[src/rtl/rpt_defs.vh]
// Purpose: register map, field positions and reset values of the rgb panel timing block
// Assumes: 32-bit axi4-lite data, one aligned word per register
// Notes: timing counts are in dot periods or lines
`ifndef RPT_DEFS_VH
`define RPT_DEFS_VH

// register byte offsets
`define RPT_CTRL_OFS 8'h00
`define RPT_HSW_OFS 8'h04
`define RPT_HBP_OFS 8'h08
`define RPT_HACT_OFS 8'h0C
`define RPT_HFP_OFS 8'h10
`define RPT_VSW_OFS 8'h14
`define RPT_VBP_OFS 8'h18
`define RPT_VACT_OFS 8'h1C
`define RPT_VFP_OFS 8'h20
`define RPT_VEXTRA_OFS 8'h24
`define RPT_DIV_OFS 8'h28
`define RPT_STATUS_OFS 8'h2C

// control fields
`define RPT_CTRL_RUN 0
`define RPT_CTRL_INVERT 1
`define RPT_CTRL_DE_USE 2
`define RPT_CTRL_W 3
`define RPT_CTRL_RST 3'h4

// status fields
`define RPT_ST_ACTIVE 16
`define RPT_ST_UNDERFLOW 17

// field widths
`define RPT_CNT_W 12
`define RPT_DIV_W 8

// reset values of timing counts
`define RPT_HSW_RST 12'h002
`define RPT_HBP_RST 12'h002
`define RPT_HACT_RST 12'h140
`define RPT_HFP_RST 12'h002
`define RPT_VSW_RST 12'h001
`define RPT_VBP_RST 12'h002
`define RPT_VACT_RST 12'h0F0
`define RPT_VFP_RST 12'h002
`define RPT_VEXTRA_RST 12'h000
`define RPT_DIV_RST 8'h00

// axi response codes
`define RPT_RESP_OKAY 2'h0
`define RPT_RESP_SLVERR 2'h2

`endif

[src/rtl/rpt_top.v]
// Purpose: timing and pixel stream generator for a parallel rgb tft panel
// Assumes: aclk 25 MHz, synchronous active-low reset, axi4-lite register access
// Notes: dot clock is divided from aclk, so there is a single clock domain
//
// The implementer's own choices: the AXI4-Lite interface to the registers and the placing of the registers.
`timescale 1ns/1ps
`include "rpt_defs.vh"

// pixel buffer between the source and the panel timing
module rpt_fifo #(
    parameter WIDTH = 16,
    parameter DEPTH = 8,
    parameter AW = 3
) (
    // clock and reset
    input wire aclk,
    input wire aresetn,
    input wire ce,
    // fill side
    input wire in_valid,
    output wire in_ready,
    input wire [WIDTH-1:0] in_data,
    // drain side
    output wire out_valid,
    input wire out_ready,
    output wire [WIDTH-1:0] out_data
);
    reg [WIDTH-1:0] mem [0:DEPTH-1];
    reg [AW-1:0] wr_ptr, rd_ptr;
    reg [AW:0] count;
    wire push, pop;

    // honest full and empty from the fill count
    assign in_ready = (count != DEPTH[AW:0]);
    assign out_valid = (count != {(AW+1){1'b0}});
    assign out_data = mem[rd_ptr];
    assign push = in_valid & in_ready;
    assign pop = out_valid & out_ready;

    // storage array, no reset needed
    always @(posedge aclk) begin
        if (ce && push) begin
            mem[wr_ptr] <= in_data;
        end
    end

    // pointers and fill count
    always @(posedge aclk) begin
        if (!aresetn) begin
            wr_ptr <= {AW{1'b0}};
            rd_ptr <= {AW{1'b0}};
            count <= {(AW+1){1'b0}};
        end else if (ce) begin
            if (push) begin
                wr_ptr <= (wr_ptr == DEPTH[AW-1:0] - 1'b1) ? {AW{1'b0}} : wr_ptr + 1'b1;
            end
            if (pop) begin
                rd_ptr <= (rd_ptr == DEPTH[AW-1:0] - 1'b1) ? {AW{1'b0}} : rd_ptr + 1'b1;
            end
            if (push && !pop) begin
                count <= count + 1'b1;
            end else if (pop && !push) begin
                count <= count - 1'b1;
            end
        end
    end
endmodule // rpt_fifo

// Overview of operation
// [RL1] one stable pixel word presented per dot clock latch edge, rising by default
// [RL2] line sync period covers sync, back porch, active pixels and front porch
// [RL3] frame sync period covers all active and blanking lines
// [RL4] frame timing programmable to reach frame rates between 30 and 80 Hz
// [RL5] data enable high only while a valid pixel is on the colour bus
// [RL6] panel may locate pixels by fixed back porch if enable held active
// [RL7] pixel word carries red 15:11, green 10:5, blue 4:0
// [RL8] colour fields feed the most significant panel inputs; lower inputs undriven
// [RL9] data enable optional; timing correct without it
// [RL10] read-only frame counter and transfer active flag
// [RL11] control bit moves data launch so panel latches on falling edge
// [RL12] lower frame rate by extra vertical blanking lines, active timing unchanged
// [RL13] separate dot clock divider during blanking and during active pixels
// [RL14] end of each active line pulses the fetch trigger for the next line
// [RL15] programmable front porch, sync, back porch, active counts for both axes
// [RL16] reset drops syncs and enable, clears frame count, restarts at frame start
module rpt_top #(
    parameter FIFO_DEPTH = 8,
    parameter FIFO_AW = 3
) (
    // clock, reset, clock enable
    input wire aclk,
    input wire aresetn,
    input wire ce,
    // axi4-lite write address
    input wire [7:0] s_axi_awaddr,
    input wire s_axi_awvalid,
    output wire s_axi_awready,
    // axi4-lite write data
    input wire [31:0] s_axi_wdata,
    input wire [3:0] s_axi_wstrb,
    input wire s_axi_wvalid,
    output wire s_axi_wready,
    // axi4-lite write response
    output reg [1:0] s_axi_bresp,
    output reg s_axi_bvalid,
    input wire s_axi_bready,
    // axi4-lite read address
    input wire [7:0] s_axi_araddr,
    input wire s_axi_arvalid,
    output wire s_axi_arready,
    // axi4-lite read data
    output reg [31:0] s_axi_rdata,
    output reg [1:0] s_axi_rresp,
    output reg s_axi_rvalid,
    input wire s_axi_rready,
    // pixel source stream, rgb565
    input wire [15:0] pixel_in_data,
    input wire pixel_in_valid,
    output wire pixel_in_ready,
    // panel pins
    output reg dot_clk_out,
    output reg line_sync_pin,
    output reg frame_sync_pin,
    output reg pixel_valid_out,
    output reg line_valid_out,
    output reg [15:0] pixel_data_out,
    // fetch request and status
    output reg line_fetch_trigger,
    output wire transfer_active_flag,
    output reg [15:0] frame_count
);
    // configuration registers
    reg [`RPT_CTRL_W-1:0] ctrl;
    reg [`RPT_CNT_W-1:0] hsw, hbp, hact, hfp;
    reg [`RPT_CNT_W-1:0] vsw, vbp, vact, vfp, vextra;
    reg [`RPT_DIV_W-1:0] active_dot_rate, blank_dot_rate;
    reg underflow;

    // axi holding state
    reg aw_held, w_held;
    reg [7:0] aw_addr_q;
    reg [31:0] w_data_q;
    reg [3:0] w_strb_q;
    wire wr_go, rd_go;
    wire [31:0] bmask;
    reg [31:0] rd_word;
    reg rd_hit, wr_hit;

    // timing state
    reg [13:0] h_cnt, v_cnt;
    reg [`RPT_DIV_W-1:0] half_cnt;
    reg v_act_q;
    wire run;
    wire [13:0] h_act_start, h_act_end, h_last;
    wire [13:0] v_act_start, v_act_end, v_last;
    wire h_act, v_act, pos_act;
    wire half_hit, dot_tick;
    wire [`RPT_DIV_W-1:0] cur_div;
    wire fifo_valid, pop_req;
    wire [15:0] fifo_data;

    assign run = ctrl[`RPT_CTRL_RUN];

    // bus handshakes: address and data taken in either order
    assign s_axi_awready = !aw_held && !s_axi_bvalid;
    assign s_axi_wready = !w_held && !s_axi_bvalid;
    assign s_axi_arready = !s_axi_rvalid;
    assign wr_go = aw_held && w_held && !s_axi_bvalid;
    assign rd_go = s_axi_arvalid && s_axi_arready;
    assign bmask = {{8{w_strb_q[3]}}, {8{w_strb_q[2]}}, {8{w_strb_q[1]}}, {8{w_strb_q[0]}}};

    // line and frame boundaries, sync then back porch then active then front porch
    assign h_act_start = {2'b00, hsw} + {2'b00, hbp}; // RL2 RL15
    assign h_act_end = h_act_start + {2'b00, hact};
    assign h_last = h_act_end + {2'b00, hfp} - 14'h0001; // RL2
    assign v_act_start = {2'b00, vsw} + {2'b00, vbp}; // RL15
    assign v_act_end = v_act_start + {2'b00, vact};
    assign v_last = v_act_end + {2'b00, vfp} + {2'b00, vextra} - 14'h0001; // RL3 RL12
    assign h_act = (h_cnt >= h_act_start) && (h_cnt < h_act_end);
    assign v_act = (v_cnt >= v_act_start) && (v_cnt < v_act_end);
    assign pos_act = h_act && v_act;

    // divider follows the pixel on the bus, so each pixel gets full active periods
    assign cur_div = line_valid_out ? active_dot_rate : blank_dot_rate; // RL13
    assign half_hit = run && (half_cnt == cur_div);
    // launch edge is the latch edge itself, rising unless invert is set
    assign dot_tick = half_hit && (dot_clk_out == ctrl[`RPT_CTRL_INVERT]); // RL1 RL11
    assign pop_req = dot_tick && pos_act;
    assign transfer_active_flag = run && v_act_q; // RL10

    // pixel buffer in the data path
    rpt_fifo #(.WIDTH(16), .DEPTH(FIFO_DEPTH), .AW(FIFO_AW)) u_fifo (
        .aclk(aclk), .aresetn(aresetn), .ce(ce),
        .in_valid(pixel_in_valid), .in_ready(pixel_in_ready), .in_data(pixel_in_data),
        .out_valid(fifo_valid), .out_ready(pop_req), .out_data(fifo_data)
    );

    // address decode for writes
    always @* begin
        case (aw_addr_q)
            `RPT_CTRL_OFS, `RPT_HSW_OFS, `RPT_HBP_OFS, `RPT_HACT_OFS, `RPT_HFP_OFS,
            `RPT_VSW_OFS, `RPT_VBP_OFS, `RPT_VACT_OFS, `RPT_VFP_OFS, `RPT_VEXTRA_OFS,
            `RPT_DIV_OFS, `RPT_STATUS_OFS: wr_hit = 1'b1;
            default: wr_hit = 1'b0;
        endcase
    end

    // read mux, unmapped reads return zero
    always @* begin
        rd_hit = 1'b1;
        rd_word = 32'h00000000;
        case (s_axi_araddr)
            `RPT_CTRL_OFS: rd_word = {29'h00000000, ctrl};
            `RPT_HSW_OFS: rd_word = {20'h00000, hsw};
            `RPT_HBP_OFS: rd_word = {20'h00000, hbp};
            `RPT_HACT_OFS: rd_word = {20'h00000, hact};
            `RPT_HFP_OFS: rd_word = {20'h00000, hfp};
            `RPT_VSW_OFS: rd_word = {20'h00000, vsw};
            `RPT_VBP_OFS: rd_word = {20'h00000, vbp};
            `RPT_VACT_OFS: rd_word = {20'h00000, vact};
            `RPT_VFP_OFS: rd_word = {20'h00000, vfp};
            `RPT_VEXTRA_OFS: rd_word = {20'h00000, vextra};
            `RPT_DIV_OFS: rd_word = {16'h0000, blank_dot_rate, active_dot_rate};
            `RPT_STATUS_OFS: rd_word = {14'h0000, underflow, transfer_active_flag,
                frame_count}; // RL10
            default: rd_hit = 1'b0;
        endcase
    end

    // write channel capture and response
    always @(posedge aclk) begin
        if (!aresetn) begin
            aw_held <= 1'b0;
            w_held <= 1'b0;
            aw_addr_q <= 8'h00;
            w_data_q <= 32'h00000000;
            w_strb_q <= 4'h0;
            s_axi_bvalid <= 1'b0;
            s_axi_bresp <= `RPT_RESP_OKAY;
        end else if (ce) begin
            if (s_axi_awvalid && s_axi_awready) begin
                aw_held <= 1'b1;
                aw_addr_q <= s_axi_awaddr;
            end
            if (s_axi_wvalid && s_axi_wready) begin
                w_held <= 1'b1;
                w_data_q <= s_axi_wdata;
                w_strb_q <= s_axi_wstrb;
            end
            if (wr_go) begin
                aw_held <= 1'b0;
                w_held <= 1'b0;
                s_axi_bvalid <= 1'b1;
                s_axi_bresp <= wr_hit ? `RPT_RESP_OKAY : `RPT_RESP_SLVERR;
            end else if (s_axi_bvalid && s_axi_bready) begin
                s_axi_bvalid <= 1'b0;
            end
        end
    end

    // read channel, answer one cycle after the address
    always @(posedge aclk) begin
        if (!aresetn) begin
            s_axi_rvalid <= 1'b0;
            s_axi_rdata <= 32'h00000000;
            s_axi_rresp <= `RPT_RESP_OKAY;
        end else if (ce) begin
            if (rd_go) begin
                s_axi_rvalid <= 1'b1;
                s_axi_rdata <= rd_word;
                s_axi_rresp <= rd_hit ? `RPT_RESP_OKAY : `RPT_RESP_SLVERR;
            end else if (s_axi_rvalid && s_axi_rready) begin
                s_axi_rvalid <= 1'b0;
            end
        end
    end

    // configuration registers with byte strobes
    always @(posedge aclk) begin
        if (!aresetn) begin
            ctrl <= `RPT_CTRL_RST;
            hsw <= `RPT_HSW_RST;
            hbp <= `RPT_HBP_RST;
            hact <= `RPT_HACT_RST;
            hfp <= `RPT_HFP_RST;
            vsw <= `RPT_VSW_RST;
            vbp <= `RPT_VBP_RST;
            vact <= `RPT_VACT_RST;
            vfp <= `RPT_VFP_RST;
            vextra <= `RPT_VEXTRA_RST;
            active_dot_rate <= `RPT_DIV_RST;
            blank_dot_rate <= `RPT_DIV_RST;
        end else if (ce && wr_go) begin
            case (aw_addr_q)
                `RPT_CTRL_OFS: ctrl <= (ctrl & ~bmask[2:0]) | (w_data_q[2:0] & bmask[2:0]);
                `RPT_HSW_OFS: hsw <= (hsw & ~bmask[11:0]) | (w_data_q[11:0] & bmask[11:0]);
                `RPT_HBP_OFS: hbp <= (hbp & ~bmask[11:0]) | (w_data_q[11:0] & bmask[11:0]);
                `RPT_HACT_OFS: hact <= (hact & ~bmask[11:0]) | (w_data_q[11:0] & bmask[11:0]);
                `RPT_HFP_OFS: hfp <= (hfp & ~bmask[11:0]) | (w_data_q[11:0] & bmask[11:0]);
                `RPT_VSW_OFS: vsw <= (vsw & ~bmask[11:0]) | (w_data_q[11:0] & bmask[11:0]);
                `RPT_VBP_OFS: vbp <= (vbp & ~bmask[11:0]) | (w_data_q[11:0] & bmask[11:0]);
                `RPT_VACT_OFS: vact <= (vact & ~bmask[11:0]) | (w_data_q[11:0] & bmask[11:0]);
                `RPT_VFP_OFS: vfp <= (vfp & ~bmask[11:0]) | (w_data_q[11:0] & bmask[11:0]);
                `RPT_VEXTRA_OFS: vextra <= (vextra & ~bmask[11:0])
                    | (w_data_q[11:0] & bmask[11:0]); // RL4 RL12
                `RPT_DIV_OFS: begin
                    active_dot_rate <= (active_dot_rate & ~bmask[7:0])
                        | (w_data_q[7:0] & bmask[7:0]); // RL13
                    blank_dot_rate <= (blank_dot_rate & ~bmask[15:8])
                        | (w_data_q[15:8] & bmask[15:8]);
                end
                default: ;
            endcase
        end
    end

    // dot clock divider, half period is divider plus one aclk cycles
    always @(posedge aclk) begin
        if (!aresetn) begin
            half_cnt <= {`RPT_DIV_W{1'b0}};
            dot_clk_out <= 1'b0;
        end else if (ce) begin
            if (!run) begin
                half_cnt <= {`RPT_DIV_W{1'b0}};
                dot_clk_out <= ctrl[`RPT_CTRL_INVERT];
            end else if (half_hit) begin
                half_cnt <= {`RPT_DIV_W{1'b0}};
                dot_clk_out <= !dot_clk_out;
            end else begin
                half_cnt <= half_cnt + 1'b1;
            end
        end
    end

    // position counters and panel outputs, updated on each launch edge
    always @(posedge aclk) begin
        if (!aresetn) begin
            h_cnt <= 14'h0000; // RL16
            v_cnt <= 14'h0000;
            v_act_q <= 1'b0;
            frame_count <= 16'h0000;
            line_sync_pin <= 1'b0;
            frame_sync_pin <= 1'b0;
            pixel_valid_out <= 1'b0;
            line_valid_out <= 1'b0;
            pixel_data_out <= 16'h0000;
            line_fetch_trigger <= 1'b0;
            underflow <= 1'b0;
        end else if (ce) begin
            line_fetch_trigger <= 1'b0;
            // writing one clears underflow, a new underflow wins
            if (wr_go && aw_addr_q == `RPT_STATUS_OFS && w_strb_q[2]
                    && w_data_q[`RPT_ST_UNDERFLOW]) begin
                underflow <= 1'b0;
            end
            if (!run) begin
                h_cnt <= 14'h0000;
                v_cnt <= 14'h0000;
                v_act_q <= 1'b0;
                line_sync_pin <= 1'b0;
                frame_sync_pin <= 1'b0;
                pixel_valid_out <= 1'b0;
                line_valid_out <= 1'b0;
                pixel_data_out <= 16'h0000; // RL5
            end else if (dot_tick) begin
                line_sync_pin <= (h_cnt < {2'b00, hsw}); // RL2
                frame_sync_pin <= (v_cnt < {2'b00, vsw}); // RL3
                line_valid_out <= pos_act; // RL5
                // held high when the panel runs from back porch alone
                pixel_valid_out <= pos_act || !ctrl[`RPT_CTRL_DE_USE]; // RL5 RL6 RL9
                v_act_q <= v_act;
                // red 15:11, green 10:5, blue 4:0 go to panel msbs
                pixel_data_out <= (pos_act && fifo_valid) ? fifo_data : 16'h0000; // RL1 RL7 RL8
                if (pos_act && !fifo_valid) begin
                    underflow <= 1'b1;
                end
                if (v_act && h_cnt == h_act_end) begin
                    line_fetch_trigger <= 1'b1; // RL14
                end
                if (h_cnt >= h_last) begin
                    h_cnt <= 14'h0000;
                    if (v_cnt >= v_last) begin
                        v_cnt <= 14'h0000;
                        frame_count <= frame_count + 16'h0001; // RL10
                    end else begin
                        v_cnt <= v_cnt + 14'h0001;
                    end
                end else begin
                    h_cnt <= h_cnt + 14'h0001;
                end
            end
        end
    end
endmodule // rpt_top

[config.mk]
export PLATFORM = sky130hd
export DESIGN_NAME = rpt_top
export DESIGN_NICKNAME = d
export VERILOG_FILES = /design/src/rtl/rpt_top.v
export VERILOG_INCLUDE_DIRS = /design/src /design/src/rtl
export SDC_FILE = /design/constraint.sdc
export NUM_CORES = 1
export LEC_CHECK = 0
export BUFFER_PORTS_ARGS = -buffer_cell sky130_fd_sc_hd__buf_2
export CORE_ASPECT_RATIO = 1.4
export CORE_UTILIZATION = 55
export CTS_BUF_LIST = sky130_fd_sc_hd__clkbuf_16
export CTS_CLUSTER_DIAMETER = 80
export DETAILED_ROUTE_END_ITERATION = 6
export PLACE_DENSITY_LB_ADDON = 0.08
export SKIP_LAST_GASP = 1
export SYNTH_ARGS = -nofsm -noshare
export SYNTH_HDL_FRONTEND = slang
export SYNTH_SLANG_ARGS = --single-unit
[constraint.sdc]
create_clock -name aclk -period 7.8 [get_ports aclk]
set_clock_uncertainty 0.15 [all_clocks]
set_input_delay 0.39 -clock aclk [delete_from_list [all_inputs] [get_ports aclk]]
set_output_delay 0.39 -clock aclk [all_outputs]
set_load 0.005 [all_outputs]
==> results of run 1 <==
==> placed cells by master, fill, tap and decap left out, types with 18 or more instances in the layout <==
master / count
a21oi_1: 195
a22o_1: 34
mux2i_1: 43
o21a_1: 26
mux4_2: 32
nor3_1: 43
a22oi_1: 24
xnor2_1: 51
nor2b_1: 18
edfxtp_1: 128
nor2_1: 163
inv_1: 162
xor2_1: 53
nand4_1: 20
a21o_1: 46
a221oi_1: 21
nand3_1: 90
ha_1: 207
dlygate4sd3_1: 47
dfxtp_1: 266
nand2_1: 276
o21ai_1: 87
clkbuf_16: 40
nand2b_1: 28
buf_4: 46
buf_2: 125
==> final cells by class <==
class	instances	area [µm²]	share of cell area [%]
inverter	159	602	2.33
clock buffer	40	1000	3.87
timing repair buffer	219	1460	5.65
sequential	396	9210	35.6
clock inverter	34	322	1.24
tap	534	668	2.58
multi-input combinational	1751	12600	48.7
==> through the flow <==
stage	power, mW	setup TNS (ns)
3_5_place_dp	2.37	-0.0213
3_3_place_gp	2.36	0
5_1_grt	4.42	-0.250
6_report	4.31	0
2_1_floorplan	2.30	0
4_1_cts	4.33	0
==> metal layers <==
metal	part of all wire, %	up-vias
met4	7.9	0
met3	4.9	199
met5	0	-
li1	-	8966
met2	51	606
met1	36	9214
==> synth_stat cells (15+ instances only) <==
master	count	share of area [%]
nand2_1	277	4.6
dfxtp_1	268	24
ha_1	208	11
a21oi_1	200	4.4
nor2_1	163	2.7
inv_1	157	2.6
edfxtp_1	128	17
clkbuf_1	94	1.6
nand3_1	90	2.0
o21ai_1	87	1.9
xor2_1	53	2.0
xnor2_1	52	2.0
nor3_1	48	1.1
a21o_1	46	1.5
mux2i_1	43	1.9
a22o_1	34	1.3
mux4_2	32	3.2
nand2b_1	28	0.77
o21a_1	26	0.86
a22oi_1	24	0.79
a221oi_1	21	0.81
nand4_1	20	0.55
nor2b_1	19	0.52
fa_1	18	1.6
buf_4	17	0.56
mux2_2	17	0.84
o21ai_0	15	0.33
==> critical path, delay by kind of cell (launching register included) <==
kind,cells,cell delay [ns]
AO/OA/AOI/OAI,11,1.91
XOR/XNOR,3,0.74
adder cells (fa/ha/maj),5,1.77
buffers and inverters,3,0.46
flip-flops,1,0.35
AND/OR/NAND/NOR,9,2.02
==> worst paths after layout <==
path | from | to | slack [ns]
max | register | frame_count[11] | 0.26
min reg2reg | s_axi_rdata[8] | s_axi_rdata[8] | 0.30
min | s_axi_araddr[6] | s_axi_rdata[10] | 0.15
max reg2reg | register | frame_count[11] | 0.26
==> power breakdown <==
group | switching [mW] | total [mW] | internal, mW
clock | 0.846 | 1.96 | 1.11
combinational | 0.111 | 0.175 | 0.0637
sequential | 0.0268 | 2.17 | 2.14
==> what timing repair did <==
action	CTS	global route
hold endpoints to repair	159	0
pin swaps	0	9
hold buffers	47	0
setup endpoints to repair	4	44
setup buffers	0	5
gates resized for setup	2	20
==> cells by family after synthesis <==
| kind of cell | count (synthesis) | share of synthesized area (%) |
|---|---|---|
| multiplexers | 92 | 5.91 |
| flip-flops | 396 | 40.6 |
| AO/OA/AOI/OAI | 576 | 16.5 |
| buffers and inverters | 279 | 4.90 |
| AND/OR/NAND/NOR | 735 | 15.0 |
| other | 1 | 0.0165 |
| XOR/XNOR | 106 | 4.15 |
| adder cells (fa/ha/maj) | 226 | 13.0 |
==> metrics.txt, run 1 <==
status complete, no violations; vias in the first global route 19000; Die Y 242 µm; instance count of the mapped netlist 2411; Worst Setup Slack, final 0.265 ns; clock sinks 396; nets 2870; sequential share of the synthesized area 40.6%; Main synth FF type dfxtp_1; hold slack 0.155 ns; Initial Util 56.1%; Layout area overhead 14.0%; CP startpoint kind register; Detailed Place HPWL 52.2 mm; Util after Layout 63.9%; Worst Hold Depth 4; HP Class primary input to register; Boundary Pins 158; FFs w/ async S/R, synth 0%; placed inst area 23900 µm²; slowest CP cell or4_4; Clock Latency Late Sink 0.56 ns; max-cap viol count 0; Syn Std Cell Area 22700 µm²; synthesized flop and latch total 396; Pins Over Slew Limit 0; Synth cell types 74; clock buffer depth 3; # placed instances 3007; Vias 19000; vias per inst 6.06; R2R cell count 31; final setup violation count 0; Residual DRC 0; Crit path largest cell delay 0.49 ns; CP required 8.08 ns; min Tclk post-route 7.54 ns; Post-synth EDFFs 128; # fillers 3426; Pleak 10.4 nW; post-route cell area 25900 µm²; Most common cell on crit path ha_1; WL final 69.9 mm; htree depth 2; Final Hold Fails 0; count of input and output buffers 125; initial DRC count 1342; maximum vdd drop 140 µV; Reg clk slew, reported paths 0.06 ns; met1 Use GR 35.6%; largest net degree at the start of global routing 76; gpl congestion 0.994; critical path endpoint category register; Post-Layout Cell Count 3133; GRT busiest layer met2; die area 42100 µm²; CTS root buf clkbuf_16; CP Class register to register; Critical Path AT 7.82 ns; Place WS -0.0150 ns; worst slew pin tran 1.20 ns; post-detailed-route count of antenna-violating nets 0; worst rel slew slack 19.7%; share of layout cells above drive strength 1 12.7%; ant diodes 0; core area 40500 µm²; Tcrit/Tclk final 96.6%; PwrDens 166 nW/µm²; CTS tree yes; met3 Resource Use GR 3.92%; Ys Warns 0; gr usage total 33.2%; Avg WL per Cell 22.3 µm; drt pass-1 iters 7; antenna violations before repair 0; Crit Path Max Fanout 6; Post-Syn Area per Cell 9.42 µm²; die width 174 µm; Max Fclk 133 MHz; TritonCTS buffer count 40; Rows 87; grt ovf 0; first-pass GRT wire length 107 mm; met2 Usage GRT 60.3%
No activity file was read; power rests on OpenSTA's default activity.
==> run 2: changes to the inputs <==
- SYNTH_HIERARCHICAL: not set -> 1
==> metrics.txt, run 2 <==
Residual DRC 0 (unchanged); initial DRC count 1472 (was 1342); Avg WL per Cell 21.4 µm (was 22.3 µm); die area 42200 µm² (was 42100 µm²); FFs w/ async S/R, synth 0% (unchanged); worst rel slew slack 16.3% (was 19.7%); count leader, synth dfxtp_1 (was nand2_1); TritonCTS buffer count 40 (unchanged); top-area cell type share of the netlist area 23.6% (about the same); share of layout cells above drive strength 1 13.1% (was 12.7%); final setup violation count 0 (unchanged); Reg clk slew, reported paths 0.06 ns (about the same); htree depth 2 (unchanged); vias in the first global route 18700 (was 19000); cell taking the most area after synthesis dfxtp_1 (unchanged); CP Class register to register (unchanged); max-cap viol count 0 (unchanged); Rows 87 (unchanged); Clock Latency Late Sink 0.56 ns (about the same); Max Fclk 132 MHz (was 133 MHz); drt pass-1 iters 6 (was 7); Pins Over Slew Limit 0 (unchanged); min Tclk post-route 7.57 ns (was 7.54 ns); maximum vdd drop 218 µV (was 140 µV); clock buffer depth 3 (unchanged); gr usage total 31.7% (was 33.2%); Post-Syn Area per Cell 9.45 µm² (was 9.42 µm²); WL final 67.1 mm (was 69.9 mm); Pleak 10.5 nW (was 10.4 nW); nets 2874 (was 2870); Ys Warns 6 (was 0); placed inst area 23900 µm² (about the same); clock sinks 396 (unchanged); largest net degree at the start of global routing 172 (was 76); antenna violations before repair 0 (unchanged); gpl congestion 0.947 (was 0.994); Main synth FF type dfxtp_1 (unchanged); Synth cell types 74 (unchanged); Layout area overhead 14.1% (was 14.0%); most frequent cells in the layout dfxtp_1, nand2_1, ha_1 (was nand2_1, dfxtp_1, ha_1); Critical Path AT 7.85 ns (was 7.82 ns); count of input and output buffers 125 (unchanged); Post-Layout Cell Count 3135 (was 3133); core area 40600 µm² (was 40500 µm²); CTS tree yes (unchanged); post-detailed-route count of antenna-violating nets 0 (unchanged); worst slew pin tran 1.25 ns (was 1.20 ns); slowest CP cell or4b_4 (was or4_4); post-route cell area 26000 µm² (was 25900 µm²); ant diodes 0 (unchanged); Boundary Pins 158 (unchanged); first-pass GRT wire length 104 mm (was 107 mm); Detailed Place HPWL 48.2 mm (was 52.2 mm); CP startpoint kind register (unchanged); Tcrit/Tclk final 97.1% (was 96.6%); Post-synth EDFFs 128 (unchanged); HP Class primary input to register (unchanged); Final Hold Fails 0 (unchanged); Initial Util 56.1% (about the same); synthesized flop and latch total 396 (unchanged); instance count of the mapped netlist 2410 (was 2411); Crit path largest cell delay 0.51 ns (was 0.49 ns); Die Y 243 µm (was 242 µm); die width 174 µm (about the same); # placed instances 3007 (unchanged); Syn Std Cell Area 22800 µm² (was 22700 µm²); Worst Hold Depth 4 (unchanged); vias per inst 6.06 (about the same); largest cells by area after synthesis dfxtp_1, edfxtp_1, ha_1, nand2_1, a21oi_1 (unchanged); R2R cell count 34 (was 31); commonest non-fill, non-tap cell in the layout dfxtp_1 (was nand2_1); sequential share of the synthesized area 40.4% (was 40.6%); CP required 8.08 ns (about the same); PwrDens 166 nW/µm² (about the same); top post-synthesis cells by count dfxtp_1, nand2_1, ha_1 (was nand2_1, dfxtp_1, ha_1); grt ovf 0 (unchanged); CTS root buf clkbuf_16 (unchanged); status complete, no violations (unchanged); critical path endpoint category register (unchanged); Vias 19000 (about the same); Crit Path Max Fanout 4 (was 6)
==> run 2: cells by family (layout without fill, tap and decap cells) <==
| logic type | Yosys count | after routing | synth area share (%) |
|---|---|---|---|
| AND/OR/NAND/NOR | 789 | 789 | 16.2 |
| AO/OA/AOI/OAI | 479 | 479 | 13.5 |
| flip-flops | 396 | 396 | 40.4 |
| buffers and inverters | 282 | 458 | 5.09 |
| adder cells (fa/ha/maj) | 227 | 227 | 13.1 |
| multiplexers | 127 | 127 | 7.44 |
| XOR/XNOR | 109 | 109 | 4.31 |
| other | 1 | 16 | 0.0165 |
==> run 2: layer usage <==
metal | GRT usage (%) | wire length [µm]
met1 | 37.0 | 25700
met2 | 54.7 | 33200
met3 | 5.17 | 4310
met4 | 18.3 | 3920
met5 | 0 | 0
==> run 2: through the flow <==
step | power [mW] | util (%) | worst slack [ns] | hold WS, ns | setup TNS [ns]
3_5_place_dp | 2.40 | 59.0 | -0.279 | 0.289 | -0.279
2_1_floorplan | 2.32 | - | 0.726 | 0.282 | 0
3_3_place_gp | 2.40 | 59.0 | -0.139 | 0.284 | -0.139
6_report | 4.32 | 64.0 | 0.226 | 0.223 | 0
4_1_cts | 4.34 | 63.4 | 0.00951 | 0.188 | 0
5_1_grt | 4.45 | 64.0 | -0.120 | 0.256 | -0.120
==> run 2: cell type report <==
type | count | area [µm²]
clock inverters | 31 | 275
fillers | 3414 | 14600
well taps | 534 | 668
flip-flops and latches | 396 | 9210
clock buffers | 41 | 1030
multi-input cells | 1747 | 12700
inverters | 162 | 611
repair buffers | 224 | 1510
==> run 2: power breakdown <==
group | internal (mW) | switching (mW)
sequential | 2.15 | 0.0299
combinational | 0.0764 | 0.126
clock | 1.12 | 0.821
==> run 2: critical path, delay by kind of cell, from the launching register on <==
family | cells | cell delay, ns
compound gates | 10 | 2.46
simple gates | 11 | 2.04
fa+ha+maj | 6 | 1.45
buf+inv | 5 | 0.66
flops | 1 | 0.33
xor+xnor | 2 | 0.32
==> run 2: repair_timing <==
action	CTS	global route
gates resized for setup	5	33
endpoints found under the hold margin	160	0
buffers inserted	1	8
pin swaps	1	16
setup endpoints to repair	1	27
hold buffers	48	0
==> run 2: worst paths after layout <==
| path | startpoint | to | slack [ns] |
|---|---|---|---|
| max | register | u_fifo/count[3] | 0.23 |
| min | s_axi_araddr[4] | s_axi_rresp[1] | 0.22 |
| max reg2reg | register | u_fifo/count[3] | 0.23 |
| min reg2reg | pixel_data_out[10] | pixel_data_out[10] | 0.30 |
